[config.mk]
export PLATFORM = sky130hd
export DESIGN_NAME = scp_device_flat
export DESIGN_NICKNAME = d
export VERILOG_FILES = /design/src/rtl/scp_pkg.sv /design/src/rtl/scp_if.sv /design/src/rtl/scp_sync.sv /design/src/rtl/scp_device.sv /design/src/flat_wrapper.sv
export SDC_FILE = /design/constraint.sdc
export NUM_CORES = 1
export LEC_CHECK = 0
export ABC_AREA = 1
export BUFFER_PORTS_ARGS = -buffer_cell sky130_fd_sc_hd__clkbuf_2
export CAP_MARGIN = 15
export CORE_AREA = 2 2 102 104
export DETAILED_ROUTE_END_ITERATION = 10
export DIE_AREA = 0 0 104 106
export PLACE_DENSITY = 0.7
export SYNTH_ARGS = -nofsm -noshare
export SYNTH_HDL_FRONTEND = slang
export SYNTH_SLANG_ARGS = --single-unit
[constraint.sdc]
create_clock -name core_clk -period 5.1 [get_ports core_clk]
set_input_delay 0.255 -clock core_clk [delete_from_list [all_inputs] [get_ports core_clk]]
set_output_delay 0.255 -clock core_clk [all_outputs]
set_load 0.005 [all_outputs]
[src/rtl/scp_pkg.sv]
// shared constants and types for the serial control port and its host
package scp_pkg;
	// frame layout
	localparam int FRAME_BITS = 16;
	localparam int CNT_W = 5;
	localparam int RW_POS = 0;
	localparam int ADDR_LSB = 1;
	localparam int ADDR_MSB = 7;
	localparam int DATA_LSB = 8;
	localparam int DATA_MSB = 15;
	// device register addresses
	localparam logic [6:0] ADDR_OUT_LOW = 7'h7b;
	localparam logic [6:0] ADDR_OUT_MID = 7'h7c;
	localparam logic [6:0] ADDR_OUT_HIGH = 7'h7d;
	localparam logic [6:0] ADDR_IGN = 7'h7e;
	localparam logic [6:0] ADDR_COMM_DIAG = 7'h40;
	localparam logic [6:0] ADDR_MAIN_DIAG = 7'h41;
	localparam logic [6:0] ADDR_OP_STATUS = 7'h42;
	localparam logic [6:0] ADDR_FWD_STATUS = 7'h43;
	localparam logic [7:0] CTRL_RESET = 8'h00;
	localparam int IGN_W = 4;
	// bit positions inside status bytes
	localparam int CF_BIT = 0;
	localparam int COT_BIT = 1;
	localparam int FRAME_ERR_BIT = 0;
	// host register map (byte addresses)
	localparam logic [11:0] H_CTRL = 12'h000;
	localparam logic [11:0] H_TXDATA = 12'h004;
	localparam logic [11:0] H_STATUS = 12'h008;
	localparam logic [11:0] H_RXDATA = 12'h00c;
	localparam int CTRL_START_BIT = 0;
	localparam int CTRL_LEN_LSB = 8;
	localparam int STAT_BUSY_BIT = 0;
	localparam int STAT_DONE_BIT = 1;
	localparam int STAT_FLAG_BIT = 2;
	localparam logic [CNT_W-1:0] LEN_RESET = 5'h10;
	// timing
	localparam int CORE_CLK_NS = 40;
	localparam int SCLK_HALF_NS = 160;
	localparam int SCLK_HALF_CYC = (SCLK_HALF_NS + CORE_CLK_NS - 1) / CORE_CLK_NS;
	// host sequencer states
	typedef enum logic [4:0] {
		H_IDLE = 5'h01,
		H_LEAD = 5'h02,
		H_HIGH = 5'h04,
		H_LOW = 5'h08,
		H_GAP = 5'h10
	} scp_hstate_type;
endpackage

[src/rtl/scp_if.sv]
// serial link between host and device, with the shared data-out wire
`timescale 1ns/10ps
interface scp_if;
	logic serial_clock_in;
	logic chip_select_low;
	logic serial_data_in;
	logic serial_data_out;
	logic sdo_oe;
	logic cfg_clock_neg_pin;
	logic cfg_data_neg_pin;
	wire serial_data_line;

	// a released line reads as its pull-up level, never as the last driven bit
	assign serial_data_line = sdo_oe ? serial_data_out : 1'b1;

	modport dev (
		input serial_clock_in,
		input chip_select_low,
		input serial_data_in,
		input cfg_clock_neg_pin,
		input cfg_data_neg_pin,
		output serial_data_out,
		output sdo_oe
	);
	modport host (
		output serial_clock_in,
		output chip_select_low,
		output serial_data_in,
		input serial_data_line
	);
endinterface

[src/rtl/scp_sync.sv]
// two-flop synchroniser for pin inputs
`timescale 1ns/10ps
module scp_sync #(
	parameter int W = 1,
	parameter logic [W-1:0] RST_VAL = '0
) (
	input wire logic core_clk, // core clock
	input wire logic nrst, // async reset, active low
	input wire logic [W-1:0] d, // asynchronous inputs
	output logic [W-1:0] q // synchronised outputs
);
	logic [W-1:0] meta_reg;
	logic [W-1:0] q_reg;

	always_ff @(posedge core_clk or negedge nrst) begin
		if (!nrst) begin
			meta_reg <= RST_VAL;
			q_reg <= RST_VAL;
		end else begin
			meta_reg <= d;
			q_reg <= meta_reg;
		end
	end

	assign q = q_reg;
endmodule

[src/rtl/scp_device.sv]
// serial control port of the device: frame decode, control registers, answers
//
// The APB interface to the registers was left to the implementer.
`timescale 1ns/10ps
module scp_device (
	input wire logic core_clk, // core clock, 25 MHz
	input wire logic nrst, // async reset, active low
	scp_if.dev link, // serial pins
	input wire logic por_active, // power-on reset in progress
	input wire logic wdr_active, // watchdog reset in progress
	input wire logic [7:0] main_diag_in, // main diagnosis content
	input wire logic [7:0] op_status_in, // operating status content
	input wire logic [7:0] fwd_status_in, // functional watchdog status content
	output logic [23:0] output_on, // switch-on bits of outputs 1..24
	output logic [scp_pkg::IGN_W-1:0] ignition_on, // switch-on bits of ignition 1..4
	output logic frame_error_flag, // communication frame error flag
	output logic spi_mode // straps select serial mode
);
	logic [4:0] pin_q;
	logic sclk_d_reg;
	logic csn_d_reg;
	logic [15:0] rx_reg;
	logic [scp_pkg::CNT_W-1:0] cnt_reg;
	logic [15:0] tx_reg;
	logic [15:0] ans_reg;
	logic [15:0] ans_next;
	logic flag_ph_reg;
	logic sdo_reg;
	logic sdo_next;
	logic oe_reg;
	logic [7:0] out_low_reg;
	logic [7:0] out_mid_reg;
	logic [7:0] out_high_reg;
	logic [scp_pkg::IGN_W-1:0] ign_reg;
	logic frame_err_reg;
	logic frame_err_next;
	logic por_d_reg;
	logic wdr_d_reg;

	// pins come from the host's domain; configuration straps also pass the synchroniser
	scp_sync #(
		.W(5),
		.RST_VAL(5'h02)
	) u_pin_sync (
		.core_clk(core_clk),
		.nrst(nrst),
		.d({link.cfg_data_neg_pin, link.cfg_clock_neg_pin, link.serial_data_in,
			link.chip_select_low, link.serial_clock_in}),
		.q(pin_q)
	);

	wire sclk_s = pin_q[0];
	wire csn_s = pin_q[1];
	wire sdi_s = pin_q[2];
	wire cfg_clk_s = pin_q[3];
	wire cfg_dat_s = pin_q[4];

	wire sclk_rise = sclk_s & ~sclk_d_reg;
	wire sclk_fall = ~sclk_s & sclk_d_reg;
	wire cs_fall = ~csn_s & csn_d_reg;
	wire cs_rise = csn_s & ~csn_d_reg;

	wire mode_ok = cfg_clk_s & ~cfg_dat_s;
	wire listen = mode_ok & ~por_active & ~wdr_active;
	wire in_frame = listen & ~csn_s;
	wire status_flag = main_diag_in[scp_pkg::CF_BIT] | main_diag_in[scp_pkg::COT_BIT];
	wire por_release = por_d_reg & ~por_active;
	wire wdr_release = wdr_d_reg & ~wdr_active;

	// field split of the received frame
	wire f_rw = rx_reg[scp_pkg::RW_POS];
	wire [6:0] f_addr = rx_reg[scp_pkg::ADDR_MSB:scp_pkg::ADDR_LSB];
	wire [7:0] f_data = rx_reg[scp_pkg::DATA_MSB:scp_pkg::DATA_LSB];

	// register lookup: {exists, writable, content}
	function automatic logic [9:0] reg_lookup(input logic [6:0] addr, input logic [7:0] comm);
		logic [9:0] r;
		r = 10'h000;
		case (addr)
			scp_pkg::ADDR_OUT_LOW: r = {2'b11, out_low_reg};
			scp_pkg::ADDR_OUT_MID: r = {2'b11, out_mid_reg};
			scp_pkg::ADDR_OUT_HIGH: r = {2'b11, out_high_reg};
			scp_pkg::ADDR_IGN: r = {2'b11, {(8 - scp_pkg::IGN_W){1'b0}}, ign_reg};
			scp_pkg::ADDR_COMM_DIAG: r = {2'b10, comm};
			scp_pkg::ADDR_MAIN_DIAG: r = {2'b10, main_diag_in};
			scp_pkg::ADDR_OP_STATUS: r = {2'b10, op_status_in};
			scp_pkg::ADDR_FWD_STATUS: r = {2'b10, fwd_status_in};
			default: r = 10'h000;
		endcase
		return r;
	endfunction

	wire [7:0] comm_diag_val = 8'(frame_err_reg) << scp_pkg::FRAME_ERR_BIT;
	logic [9:0] look;
	// a process, so that contents read inside the function also wake the lookup
	always_comb look = reg_lookup(f_addr, comm_diag_val);
	wire exists = look[9];
	wire can_write = look[8];
	wire [7:0] cur_data = look[7:0];
	// ignition keeps only its low bits, so its answer shows what was stored
	wire [7:0] wr_data = (f_addr == scp_pkg::ADDR_IGN) ? 8'(f_data[scp_pkg::IGN_W-1:0]) : f_data;

	// frames are judged only when chip select rises
	wire frame_end = listen & cs_rise;
	wire len_ok = cnt_reg == scp_pkg::CNT_W'(scp_pkg::FRAME_BITS);
	// no monitoring beyond the length check exists in this mode
	wire bad_len = frame_end & ~len_ok;
	wire do_write = frame_end & len_ok & f_rw & can_write;
	wire do_read = frame_end & len_ok & ~f_rw & exists;
	wire rd_comm = do_read & (f_addr == scp_pkg::ADDR_COMM_DIAG);

	// answer held until the next frame
	always_comb begin
		if (bad_len) begin
			ans_next = {main_diag_in, scp_pkg::ADDR_MAIN_DIAG, 1'b0};
		end else if (do_write) begin
			ans_next = {wr_data, f_addr, 1'b1};
		end else if (do_read) begin
			ans_next = {cur_data, f_addr, 1'b0};
		end else begin
			ans_next = {8'h00, f_addr, f_rw};
		end
	end

	// error flag clears on a read of the communication diagnosis; a new error wins
	always_comb begin
		frame_err_next = frame_err_reg;
		if (rd_comm) begin
			frame_err_next = 1'b0;
		end
		if (bad_len) begin
			frame_err_next = 1'b1;
		end
	end

	// status flag until the first rising clock, then the answer bit by bit
	always_comb begin
		if (wdr_active) begin
			sdo_next = status_flag;
		end else if (cs_fall || (flag_ph_reg && !sclk_rise)) begin
			sdo_next = status_flag;
		end else if (sclk_rise && in_frame) begin
			sdo_next = tx_reg[0];
		end else begin
			sdo_next = sdo_reg;
		end
	end

	always_ff @(posedge core_clk or negedge nrst) begin
		if (!nrst) begin
			sclk_d_reg <= 1'b0;
			csn_d_reg <= 1'b1;
			por_d_reg <= 1'b1;
			wdr_d_reg <= 1'b0;
			sdo_reg <= 1'b0;
			oe_reg <= 1'b0;
			flag_ph_reg <= 1'b0;
			frame_err_reg <= 1'b0;
		end else begin
			sclk_d_reg <= sclk_s;
			csn_d_reg <= csn_s;
			por_d_reg <= por_active;
			wdr_d_reg <= wdr_active;
			sdo_reg <= sdo_next;
			// released during power-on reset, and between frames unless a watchdog reset is in progress
			oe_reg <= mode_ok & ~por_active & (wdr_active | ~csn_s);
			flag_ph_reg <= ~csn_s & ((cs_fall & listen) | (flag_ph_reg & ~sclk_rise));
			frame_err_reg <= frame_err_next;
		end
	end

	// receive shifter and bit counter
	always_ff @(posedge core_clk or negedge nrst) begin
		if (!nrst) begin
			rx_reg <= 16'h0000;
			cnt_reg <= '0;
		end else if (cs_fall) begin
			cnt_reg <= '0;
		end else if (sclk_fall && in_frame) begin
			rx_reg <= {sdi_s, rx_reg[15:1]};
			if (cnt_reg != '1) begin
				cnt_reg <= cnt_reg + 1'b1;
			end
		end
	end

	// transmit shifter takes the pending answer at chip select fall
	always_ff @(posedge core_clk or negedge nrst) begin
		if (!nrst) begin
			tx_reg <= 16'h0000;
		end else if (cs_fall && listen) begin
			tx_reg <= ans_reg;
		end else if (sclk_rise && in_frame) begin
			tx_reg <= {1'b0, tx_reg[15:1]};
		end
	end

	// pending answer; a reset release overrides any frame result
	always_ff @(posedge core_clk or negedge nrst) begin
		if (!nrst) begin
			ans_reg <= 16'h0000;
		end else if (por_release) begin
			ans_reg <= {op_status_in, scp_pkg::ADDR_OP_STATUS, 1'b0};
		end else if (wdr_release) begin
			ans_reg <= {fwd_status_in, scp_pkg::ADDR_FWD_STATUS, 1'b0};
		end else if (frame_end) begin
			ans_reg <= ans_next;
		end
	end

	// switch-on control registers
	always_ff @(posedge core_clk or negedge nrst) begin
		if (!nrst) begin
			out_low_reg <= scp_pkg::CTRL_RESET;
			out_mid_reg <= scp_pkg::CTRL_RESET;
			out_high_reg <= scp_pkg::CTRL_RESET;
			ign_reg <= scp_pkg::CTRL_RESET[scp_pkg::IGN_W-1:0];
		end else if (do_write) begin
			case (f_addr)
				scp_pkg::ADDR_OUT_LOW: out_low_reg <= f_data;
				scp_pkg::ADDR_OUT_MID: out_mid_reg <= f_data;
				scp_pkg::ADDR_OUT_HIGH: out_high_reg <= f_data;
				scp_pkg::ADDR_IGN: ign_reg <= f_data[scp_pkg::IGN_W-1:0];
				default: ign_reg <= ign_reg;
			endcase
		end
	end

	assign link.serial_data_out = sdo_reg;
	assign link.sdo_oe = oe_reg;
	assign output_on = {out_high_reg, out_mid_reg, out_low_reg};
	assign ignition_on = ign_reg;
	assign frame_error_flag = frame_err_reg;
	assign spi_mode = mode_ok;
endmodule

[src/flat_wrapper.sv]
// flat-port wrapper written by rule: the top's interface ports become plain ports
module scp_device_flat 
  (core_clk, nrst, por_active, wdr_active, main_diag_in, op_status_in, fwd_status_in, output_on, ignition_on, frame_error_flag, spi_mode, link_serial_clock_in, link_chip_select_low, link_serial_data_in, link_cfg_clock_neg_pin, link_cfg_data_neg_pin, link_serial_data_out, link_sdo_oe);
  scp_if link_i ();
  input wire logic core_clk;
  input wire logic nrst;
  input wire logic por_active;
  input wire logic wdr_active;
  input wire logic [7:0] main_diag_in;
  input wire logic [7:0] op_status_in;
  input wire logic [7:0] fwd_status_in;
  output logic [23:0] output_on;
  output logic [scp_pkg::IGN_W-1:0] ignition_on;
  output logic frame_error_flag;
  output logic spi_mode;
  input wire logic [$bits(link_i.serial_clock_in)-1:0] link_serial_clock_in;
  input wire logic [$bits(link_i.chip_select_low)-1:0] link_chip_select_low;
  input wire logic [$bits(link_i.serial_data_in)-1:0] link_serial_data_in;
  input wire logic [$bits(link_i.cfg_clock_neg_pin)-1:0] link_cfg_clock_neg_pin;
  input wire logic [$bits(link_i.cfg_data_neg_pin)-1:0] link_cfg_data_neg_pin;
  output wire logic [$bits(link_i.serial_data_out)-1:0] link_serial_data_out;
  output wire logic [$bits(link_i.sdo_oe)-1:0] link_sdo_oe;
  assign link_i.serial_clock_in = link_serial_clock_in;
  assign link_i.chip_select_low = link_chip_select_low;
  assign link_i.serial_data_in = link_serial_data_in;
  assign link_i.cfg_clock_neg_pin = link_cfg_clock_neg_pin;
  assign link_i.cfg_data_neg_pin = link_cfg_data_neg_pin;
  assign link_serial_data_out = link_i.serial_data_out;
  assign link_sdo_oe = link_i.sdo_oe;
  scp_device u_core (.core_clk(core_clk), .nrst(nrst), .link(link_i), .por_active(por_active), .wdr_active(wdr_active), .main_diag_in(main_diag_in), .op_status_in(op_status_in), .fwd_status_in(fwd_status_in), .output_on(output_on), .ignition_on(ignition_on), .frame_error_flag(frame_error_flag), .spi_mode(spi_mode));
endmodule
## Yosys cells after proc, flatten, opt, wreduce, memory -nomap -nowiden

Index checks and enable logic that the tools add are counted.

- Output and inout port bits: 32
- Bits in registers: 99
- Logic and storage cells: 101
- Bits of input ports: 33

- Add/subtract/negate cells: 1
- Equal/unequal tests: 10
- Reductions and logical operators: 18
- Bitwise gates (word level): 36
- Mux-type cells: 18

Operators by type and width:

| operator | number |
|---|---|
| $mux W16 | 8 |
| $pmux W10 S8 | 1 |
| $eq A7 B7 Y1 const B | 8 |
| $and A1 B1 Y1 | 22 |
| $mux W5 | 3 |
| $reduce_and A2 Y1 | 6 |
| $not A1 Y1 | 11 |
| $mux W8 | 1 |
| $reduce_bool A2 Y1 | 4 |
| $reduce_bool A3 Y1 | 2 |
| $add A5 B1 Y5 const B | 1 |
| $eq A5 B5 Y1 const B | 1 |
| $mux W1 | 5 |
| $ne A5 B5 Y1 const B | 1 |
| $logic_and A1 B1 Y1 | 4 |
| $or A1 B1 Y1 | 3 |
| $logic_not A1 Y1 | 1 |
| $logic_or A1 B1 Y1 | 1 |

## Logic depth before layout (Yosys ltp)

Gate-level depths: netlist of run 1.

- Depth in word-level cells: 14
- Depth in mapped cells: 13
- Mapped depth without buffers: 13

## Modules after synthesis

From an unflattened synthesis of run 1, not the netlist that was laid out.

- Cell total of the unflattened synthesis: 585
- Area total of the unflattened synthesis: 4820.9 um2

Modules (own cells, without submodules):

| module | times used | area each (um2) | cells each |
|---|---|---|---|
| scp_device | 1 | 4568.1 | 575 |
| scp_sync | 1 | 252.7 | 10 |

## Worst setup path after synthesis of run 1

OpenSTA, ideal clock, no wires.

- Kind: reg2reg
- From: register u_core.cnt_reg[0] (netlist bit)
- To: register u_core.out_high_reg[5]
- Clock period less this slack: 1770 ps
- Library setup time: 119 ps
- Data required time: 4981 ps
- Path slack: 3330 ps
- Cell stages (with the launch flop): 13
- Data arrival time: 1651 ps
- Cell sequence: dfrtp_1 > inv_1 > ha_1 > nand2_1 > nor2_1 > nand3_2 > nor2_4 > nand2_4 > inv_6 > nand3_4 > buf_6 > nand2_2 > o21ai_2

- Longest elaborated chain between the ends: 5

RTL lines:

| element | RTL line | source |
|---|---|---|
| start, declared | scp_device.sv:23 | `logic [scp_pkg::CNT_W-1:0] cnt_reg;` |
| start signal, assigned | scp_device.sv:182 | `cnt_reg <= cnt_reg + 1'b1;` |
| $eq A5 B5 Y1 | scp_device.sv:105 | `wire len_ok = cnt_reg == scp_pkg::CNT_W'(scp_pkg::FRAME_BITS);` |
| $and A1 B1 Y1 (3 in a row) | scp_device.sv:108 | `wire do_write = frame_end & len_ok & f_rw & can_write;` |
| $reduce_and A2 Y1 (no line) | - |  |
| end signal, assigned | scp_device.sv:216 | `out_high_reg <= scp_pkg::CTRL_RESET;` |
| end signal, assigned | scp_device.sv:222 | `scp_pkg::ADDR_OUT_HIGH: out_high_reg <= f_data;` |
| end, declared | scp_device.sv:33 | `logic [7:0] out_high_reg;` |

No other way between the ends.
A chain may end at the register's enable or synchronous reset.

## Worst setup path after layout of run 1

- From: input por_active
- To: register u_core.tx_reg[14]

- Longest elaborated chain between the ends: 6
- Elaborated cells on any way between the ends: 8
- Classes of those cells: 1 x mux; 4 x bitwise; 3 x reduce/logical

RTL lines:

| element | RTL line | source |
|---|---|---|
| start, declared | flat_wrapper.sv:7 | `input wire logic por_active;` |
| $not A1 Y1 * | scp_device.sv:64 | `wire listen = mode_ok & ~por_active & ~wdr_active;` |
| $and A1 B1 Y1 * (2 in a row) | scp_device.sv:64 |  |
| $and A1 B1 Y1 | scp_device.sv:65 | `wire in_frame = listen & ~csn_s;` |
| $logic_and A1 B1 Y1 | scp_device.sv:193 | `end else if (sclk_rise && in_frame) begin` |
| $reduce_bool A2 Y1 (no line) | - |  |
| end signal, assigned | scp_device.sv:192 | `tx_reg <= ans_reg;` |
| end signal, assigned | scp_device.sv:194 | `tx_reg <= {1'b0, tx_reg[15:1]};` |
| end, declared | scp_device.sv:24 | `logic [15:0] tx_reg;` |

Mark *: on every way between the ends. The rest lies on a longest branch, timed or not.

==> flow_summary.toml, run 1 <==
[yosys]
synth.distinct_cells = 36
synth_adder_area_share_pct = 0.7663
yosys.area_share.simple_pct = 27.31
ys_ff_latch = 99
synth_top_family_by_area = "simple AND/OR/NAND/NOR gates"
netlist_instances = 584
syn_area_mm2 = 0.004898
synth_mux_area_share_pct = 0
ys_warn_count = 0
syn_nets = 620
synth_seq_area_share_pct = 50.68
avgSynthCellArea_um2 = 8.388
synth-xor-area-share_pct = 0
synth_compound_area_share_pct = 14.23

[drt]
vias = 4154
drt_wl_total_um = 11930
wl_per_cell_um = 15.05
drcViolationCount = 0
dr.pass1.iters = 5
avgViaCountPerCell = 5.238
drt_iter0_drc = 251
detail-route-antenna-nets = 0

[final_layout]
final_common_cell = "nand2_1"
drive_above_1_share_pct = 19.79
n_antenna_cell = 0
mostFrequentLayoutCells = "nand2_1 (148), dfrtp_1 (95), clkbuf_2 (63)"
syn2layout_area_growth_pct = 13.21
utilization_pct = 55.46
final_area_mm2 = 0.005545
fin_nets = 689
stdcell_count = 793

[clocking]
htree_levels = 3
clk_path_buf_depth = 2
clk_latency_ps = 370
postCtsSetupBuffers = 0
cts_tree = "built"
clockRootBuffer = "clkbuf_8"
cts.sinks = 99
cts.clk_slew.worst_paths_ps = 90
numCtsBuffers = 9

[critical_path]
crit_path_cell_trace = "dlygate4sd3_1, clkbuf_2, nor2_1, nand2_1, nor3_2, nor2_1, a22oi_1, o31ai_1"
critical_path_class = "input port to register"
path_buf_inv = 2
worst_path_max_delay_cell = "nor3_2"
path_max_fanout = 16
worst-path-stages = 8
required_ps = 5320
worstPathArrival_ps = 2760
cp_top_family = "simple AND/OR/NAND/NOR gates"
cp_common_cell = "nor2_1"
slowest_delay_ps = 720
cp-start-kind = "input port"
reg2reg_depth = 8
cp-end-kind = "register"

[job]
drv_cap = 0

[pwr]
p_clk_share_pct = 30.6
power_frac_comb_pct = 9.2
switching_share_pct = 25.51
power_leakage_nw = 2.751
peakVddDrop_v = 0.0001693
p_sw_mw = 0.3669
powerDensity_mw_per_mm2 = 259.4
total_power_mw = 1.439
pwr-share-seq_pct = 60.2
p_int_mw = 1.072

[placement]
dp.final_hpwl_um = 8960
port_buffers = 64
placed_cells = 771
gp_congestion = 0.9422
dp_slack_ps = 2755
place_area_mm2 = 0.005315

[sta]
final.setup.worst_slack_ps = 2564
hold_viol = 0
min_period_ps = 2536
finalMaxSlewViolations = 0
fmax_ghz = 0.3944
finalSetupViolations = 0
tightest_slew_ps = 979.1
fin_tns_setup_ps = 0
fin_worst_skew_ps = 11.14
maxSlewHeadroom_pct = 34.54
finalCritPeriodShare_pct = 49.72
grt_setup_unrepaired = "false"
hold-worst-slack_ps = 34.95

[floorplan]
io_pins = 65
dieArea_mm2 = 0.01102
coreArea_mm2 = 0.01000
die_w_um = 104
die_h_um = 106
num_rows = 37
start_util_pct = 48.99

[global_route]
overflow = 0
grt_pass1_vias = 4040
grt_max_degree = 73
track_usage_pct = 22.96
grt_pass1_wl_um = 20000
antenna_found_initial = 0

[worst_hold_path]
min_path_type = "input port to register"
holdPathStages = 1

[outcome]
status = "finished clean"
worst register-to-register path, delay by kind of cell (launching register included):
family / cells / cell delay (ps)
AO/OA/AOI/OAI: 2 / 360
flip-flops: 1 / 360
buffers and inverters: 1 / 50
AND/OR/NAND/NOR: 5 / 1510
path summary, 6_finish.rpt:
path,from,to,slack [ps]
min in group asynchronous,nrst,u_core.tx_reg[7],320
max in group asynchronous,nrst,u_core.ignition_on[2],3590
worst max-delay path,por_active,u_core.tx_reg[14],2560
worst min-delay path,wdr_active,u_core.wdr_d_reg,30
worst min register to register,u_core.u_pin_sync.meta_reg[1],u_core.u_pin_sync.q[1],350
worst max register to register,u_core.u_pin_sync.q[4],u_core.tx_reg[14],2690
cell usage after synthesis, drive strengths merged:
cell type,instances,area share (%)
a21oi,14,1.4
a221oi,4,0.72
a22oi,2,0.31
buf,9,1.4
clkbuf,6,0.46
dfrtp,95,49
dfstp,4,2.1
ha,3,0.77
inv,66,5.2
nand2,160,13
nand3,66,7.5
nand4,6,0.77
nor2,48,4.7
nor3,4,0.61
o211ai,10,1.5
o21ai,66,7.4
o21bai,4,0.61
o221ai,5,0.89
o2bb2ai,2,0.36
o31ai,5,0.77
o32ai,1,0.18
or2,4,0.51
cells by family after synthesis:
| logic type | count (synthesis) |
|---|---|
| adder cells (fa/ha/maj) | 3 |
| AO/OA/AOI/OAI | 113 |
| AND/OR/NAND/NOR | 288 |
| flip-flops | 99 |
| buffers and inverters | 81 |
area by class of cell:
type / instances / area [um2]
repair buffers: 73 / 407.9
inverters: 66 / 252.7
well taps: 136 / 170.2
fillers: 983 / 4454
clock buffers: 12 / 145.1
clock inverters: 3 / 15.01
flip-flops and latches: 99 / 2482
multi-input cells: 404 / 2072
per-layer routing:
layer	vias up	part of all wire [%]	global-route usage, %
li1	2068	-	-
met2	130	48	38.06
met3	24	5.3	4.721
met4	0	2.5	10.14
met5	-	0	0
met1	1932	44	29.28
power groups by stage:
stage,clock [mW],combinational (mW),sequential (mW)
2_1_floorplan,0,0.0746,0.871
3_3_place_gp,0,0.124,0.882
3_5_place_dp,0,0.130,0.881
4_1_cts,0.455,0.134,0.866
5_1_grt,0.484,0.153,0.873
6_report,0.440,0.133,0.866
timing repair:
action / in CTS / in global routing
hold buffers: 7 / 0
resized for setup: 0 / 0
hold endpoints to repair: 33 / 0
(Power assumes the default switching activity.)
==> run 2: changes to the inputs <==
Settings changed: PLACE_DENSITY 0.7 to 0.73.
Clock period 5.1 ns to 2.05 ns, I/O delays scaled along.
==> run 2 against run 1 <==
Compared with the run above: combinational power rose to 2.6 times the previous value; sequential power rose by 150%; final cell count rose by 3.3%; register-to-register slack got worse by 2500 ps; critical path type is now register to register; global-route usage rose by 1.0 points; die area did not move; clock power rose to 3.0 times the previous value; critical path depth did not move; largest power group unchanged; flip-flop and latch count did not move; non-clock buffer count rose by 24.
==> flow_summary.toml, run 2 (same netlist as run 1, synthesis figures left out) <==
[outcome]
status = "finished clean"

[floorplan]
coreArea_mm2 = 0.01000
num_rows = 37
io_pins = 65
dieArea_mm2 = 0.01102
die_h_um = 106
die_w_um = 104
start_util_pct = 48.99

[sta]
finalMaxSlewViolations = 0
finalSetupViolations = 0
fmax_ghz = 0.5283
finalCritPeriodShare_pct = 92.33
hold_viol = 0
hold-worst-slack_ps = 38.62
min_period_ps = 1893
tightest_slew_ps = 623.3
fin_worst_skew_ps = 14.78
fin_tns_setup_ps = 0
maxSlewHeadroom_pct = 58.30

[critical_path]
cp-end-kind = "register"
cp_top_family = "simple AND/OR/NAND/NOR gates"
path_max_fanout = 14
critical_path_class = "register to register"
worst_path_max_delay_cell = "dfrtp_1"
crit_path_cell_trace = "nand3_4, inv_2, o21ai_2, nand2_4, nand2_4, inv_6, nand3_2, o21ai_2"
required_ps = 2370
worstPathArrival_ps = 2220
slowest_delay_ps = 520
path_buf_inv = 2
cp-start-kind = "register"

[final_layout]
stdcell_count = 819
drive_above_1_share_pct = 23.28
final_area_mm2 = 0.005831
n_antenna_cell = 0
syn2layout_area_growth_pct = 19.03
mostFrequentLayoutCells = "nand2_1 (147), dfrtp_1 (95), clkbuf_2 (63)"
final_common_cell = "nand2_1"
fin_nets = 714

[pwr]
peakVddDrop_v = 0.0004793
power_leakage_nw = 2.898
total_power_mw = 3.825
powerDensity_mw_per_mm2 = 656.1

[drt]
detail-route-antenna-nets = 0
avgViaCountPerCell = 5.260
drcViolationCount = 0
drt_wl_total_um = 12370
vias = 4308
dr.pass1.iters = 4
drt_iter0_drc = 249
wl_per_cell_um = 15.11

[placement]
placed_cells = 789
dp.final_hpwl_um = 9292
gp_congestion = 0.9629
place_area_mm2 = 0.005463
port_buffers = 64

[worst_hold_path]
min_path_type = "input port to register"

[clocking]
clockRootBuffer = "clkbuf_8"
cts.sinks = 99
clk_latency_ps = 400
cts.clk_slew.worst_paths_ps = 100
numCtsBuffers = 9
clk_path_buf_depth = 2
cts_tree = "built"
htree_levels = 3

[job]
drv_cap = 0

[global_route]
grt_pass1_vias = 4204
grt_max_degree = 63
antenna_found_initial = 1
overflow = 0
track_usage_pct = 23.98
grt_pass1_wl_um = 20880
run 2: changes by cell type in the layout (fill, tap and decap cells not counted), sizes merged, moves of 3 or more:
cell / change
clkbuf: -3
dlygate4sd3: +3
inv: +3
buf: +21
run 2: worst paths after layout:
path                                          startpoint                       endpoint  slack (ps)  depth (start not counted)
max                                     u_core.rx_reg[7]         u_core.out_high_reg[0]         160                          8
min                                      op_status_in[5]             u_core.ans_reg[13]          40                          4
max reg2reg                             u_core.rx_reg[7]         u_core.out_high_reg[0]         160                          8
min reg2reg                u_core.u_pin_sync.meta_reg[4]         u_core.u_pin_sync.q[4]         360                          0
max in group asynchronous                           nrst  u_core.u_pin_sync.meta_reg[1]        1140                          3
min in group asynchronous                           nrst             u_core.flag_ph_reg         210                          2
run 2: worst reg2reg max path, cell delays in order (launching register included):
cell	delay, ps
dfrtp_1	520
nand3_4	180
inv_2	290
o21ai_2	130
nand2_4	110
nand2_4	80
inv_6	110
nand3_2	230
o21ai_2	190
run 2: layout make-up:
cell class,count,area [um2]
tap,136,170.2
clock inverter,7,83.83
clock buffer,9,123.9
multi-input combinational,405,2110
sequential,99,2482
timing repair buffer,97,608.1
fill,917,4169
inverter,66,252.7
run 2: timing repair:
item | in CTS | in global routing
hold endpoints to repair | 45 | 0
buffers inserted | 0 | 3
cloned | 0 | 1
pin swaps | 0 | 1
endpoints found under the setup margin | 1 | 23
gates resized for setup | 1 | 6
hold buffers | 10 | 0
run 2: power breakdown:
group / internal, mW / total (mW) / leakage (nW) / switching (mW)
sequential: 2.08 / 2.15 / 1.29 / 0.0734
combinational: 0.136 / 0.349 / 1.51 / 0.213
clock: 0.585 / 1.33 / 0.102 / 0.740
total: 2.80 / 3.83 / 2.90 / 1.03
run 2: metrics by stage:
step	worst slack [ps]	util, %
after detailed placement	36.38	54.63
after CTS	93.57	57.73
after global routing	-16.02	58.31
final	157.2	58.31
after floorplan	279.8	-
after global placement	172.3	54.63
run 2: metal layers:
| layer | GRT usage [%] | up-vias | part of all wire [%] |
|---|---|---|---|
| met1 | 31.10 | 2013 | 43 |
| met5 | 0 | - | 0.13 |
| met4 | 9.459 | 2 | 3.3 |
| li1 | - | 2136 | - |
| met3 | 6.867 | 33 | 6.3 |
| met2 | 38.20 | 124 | 48 |
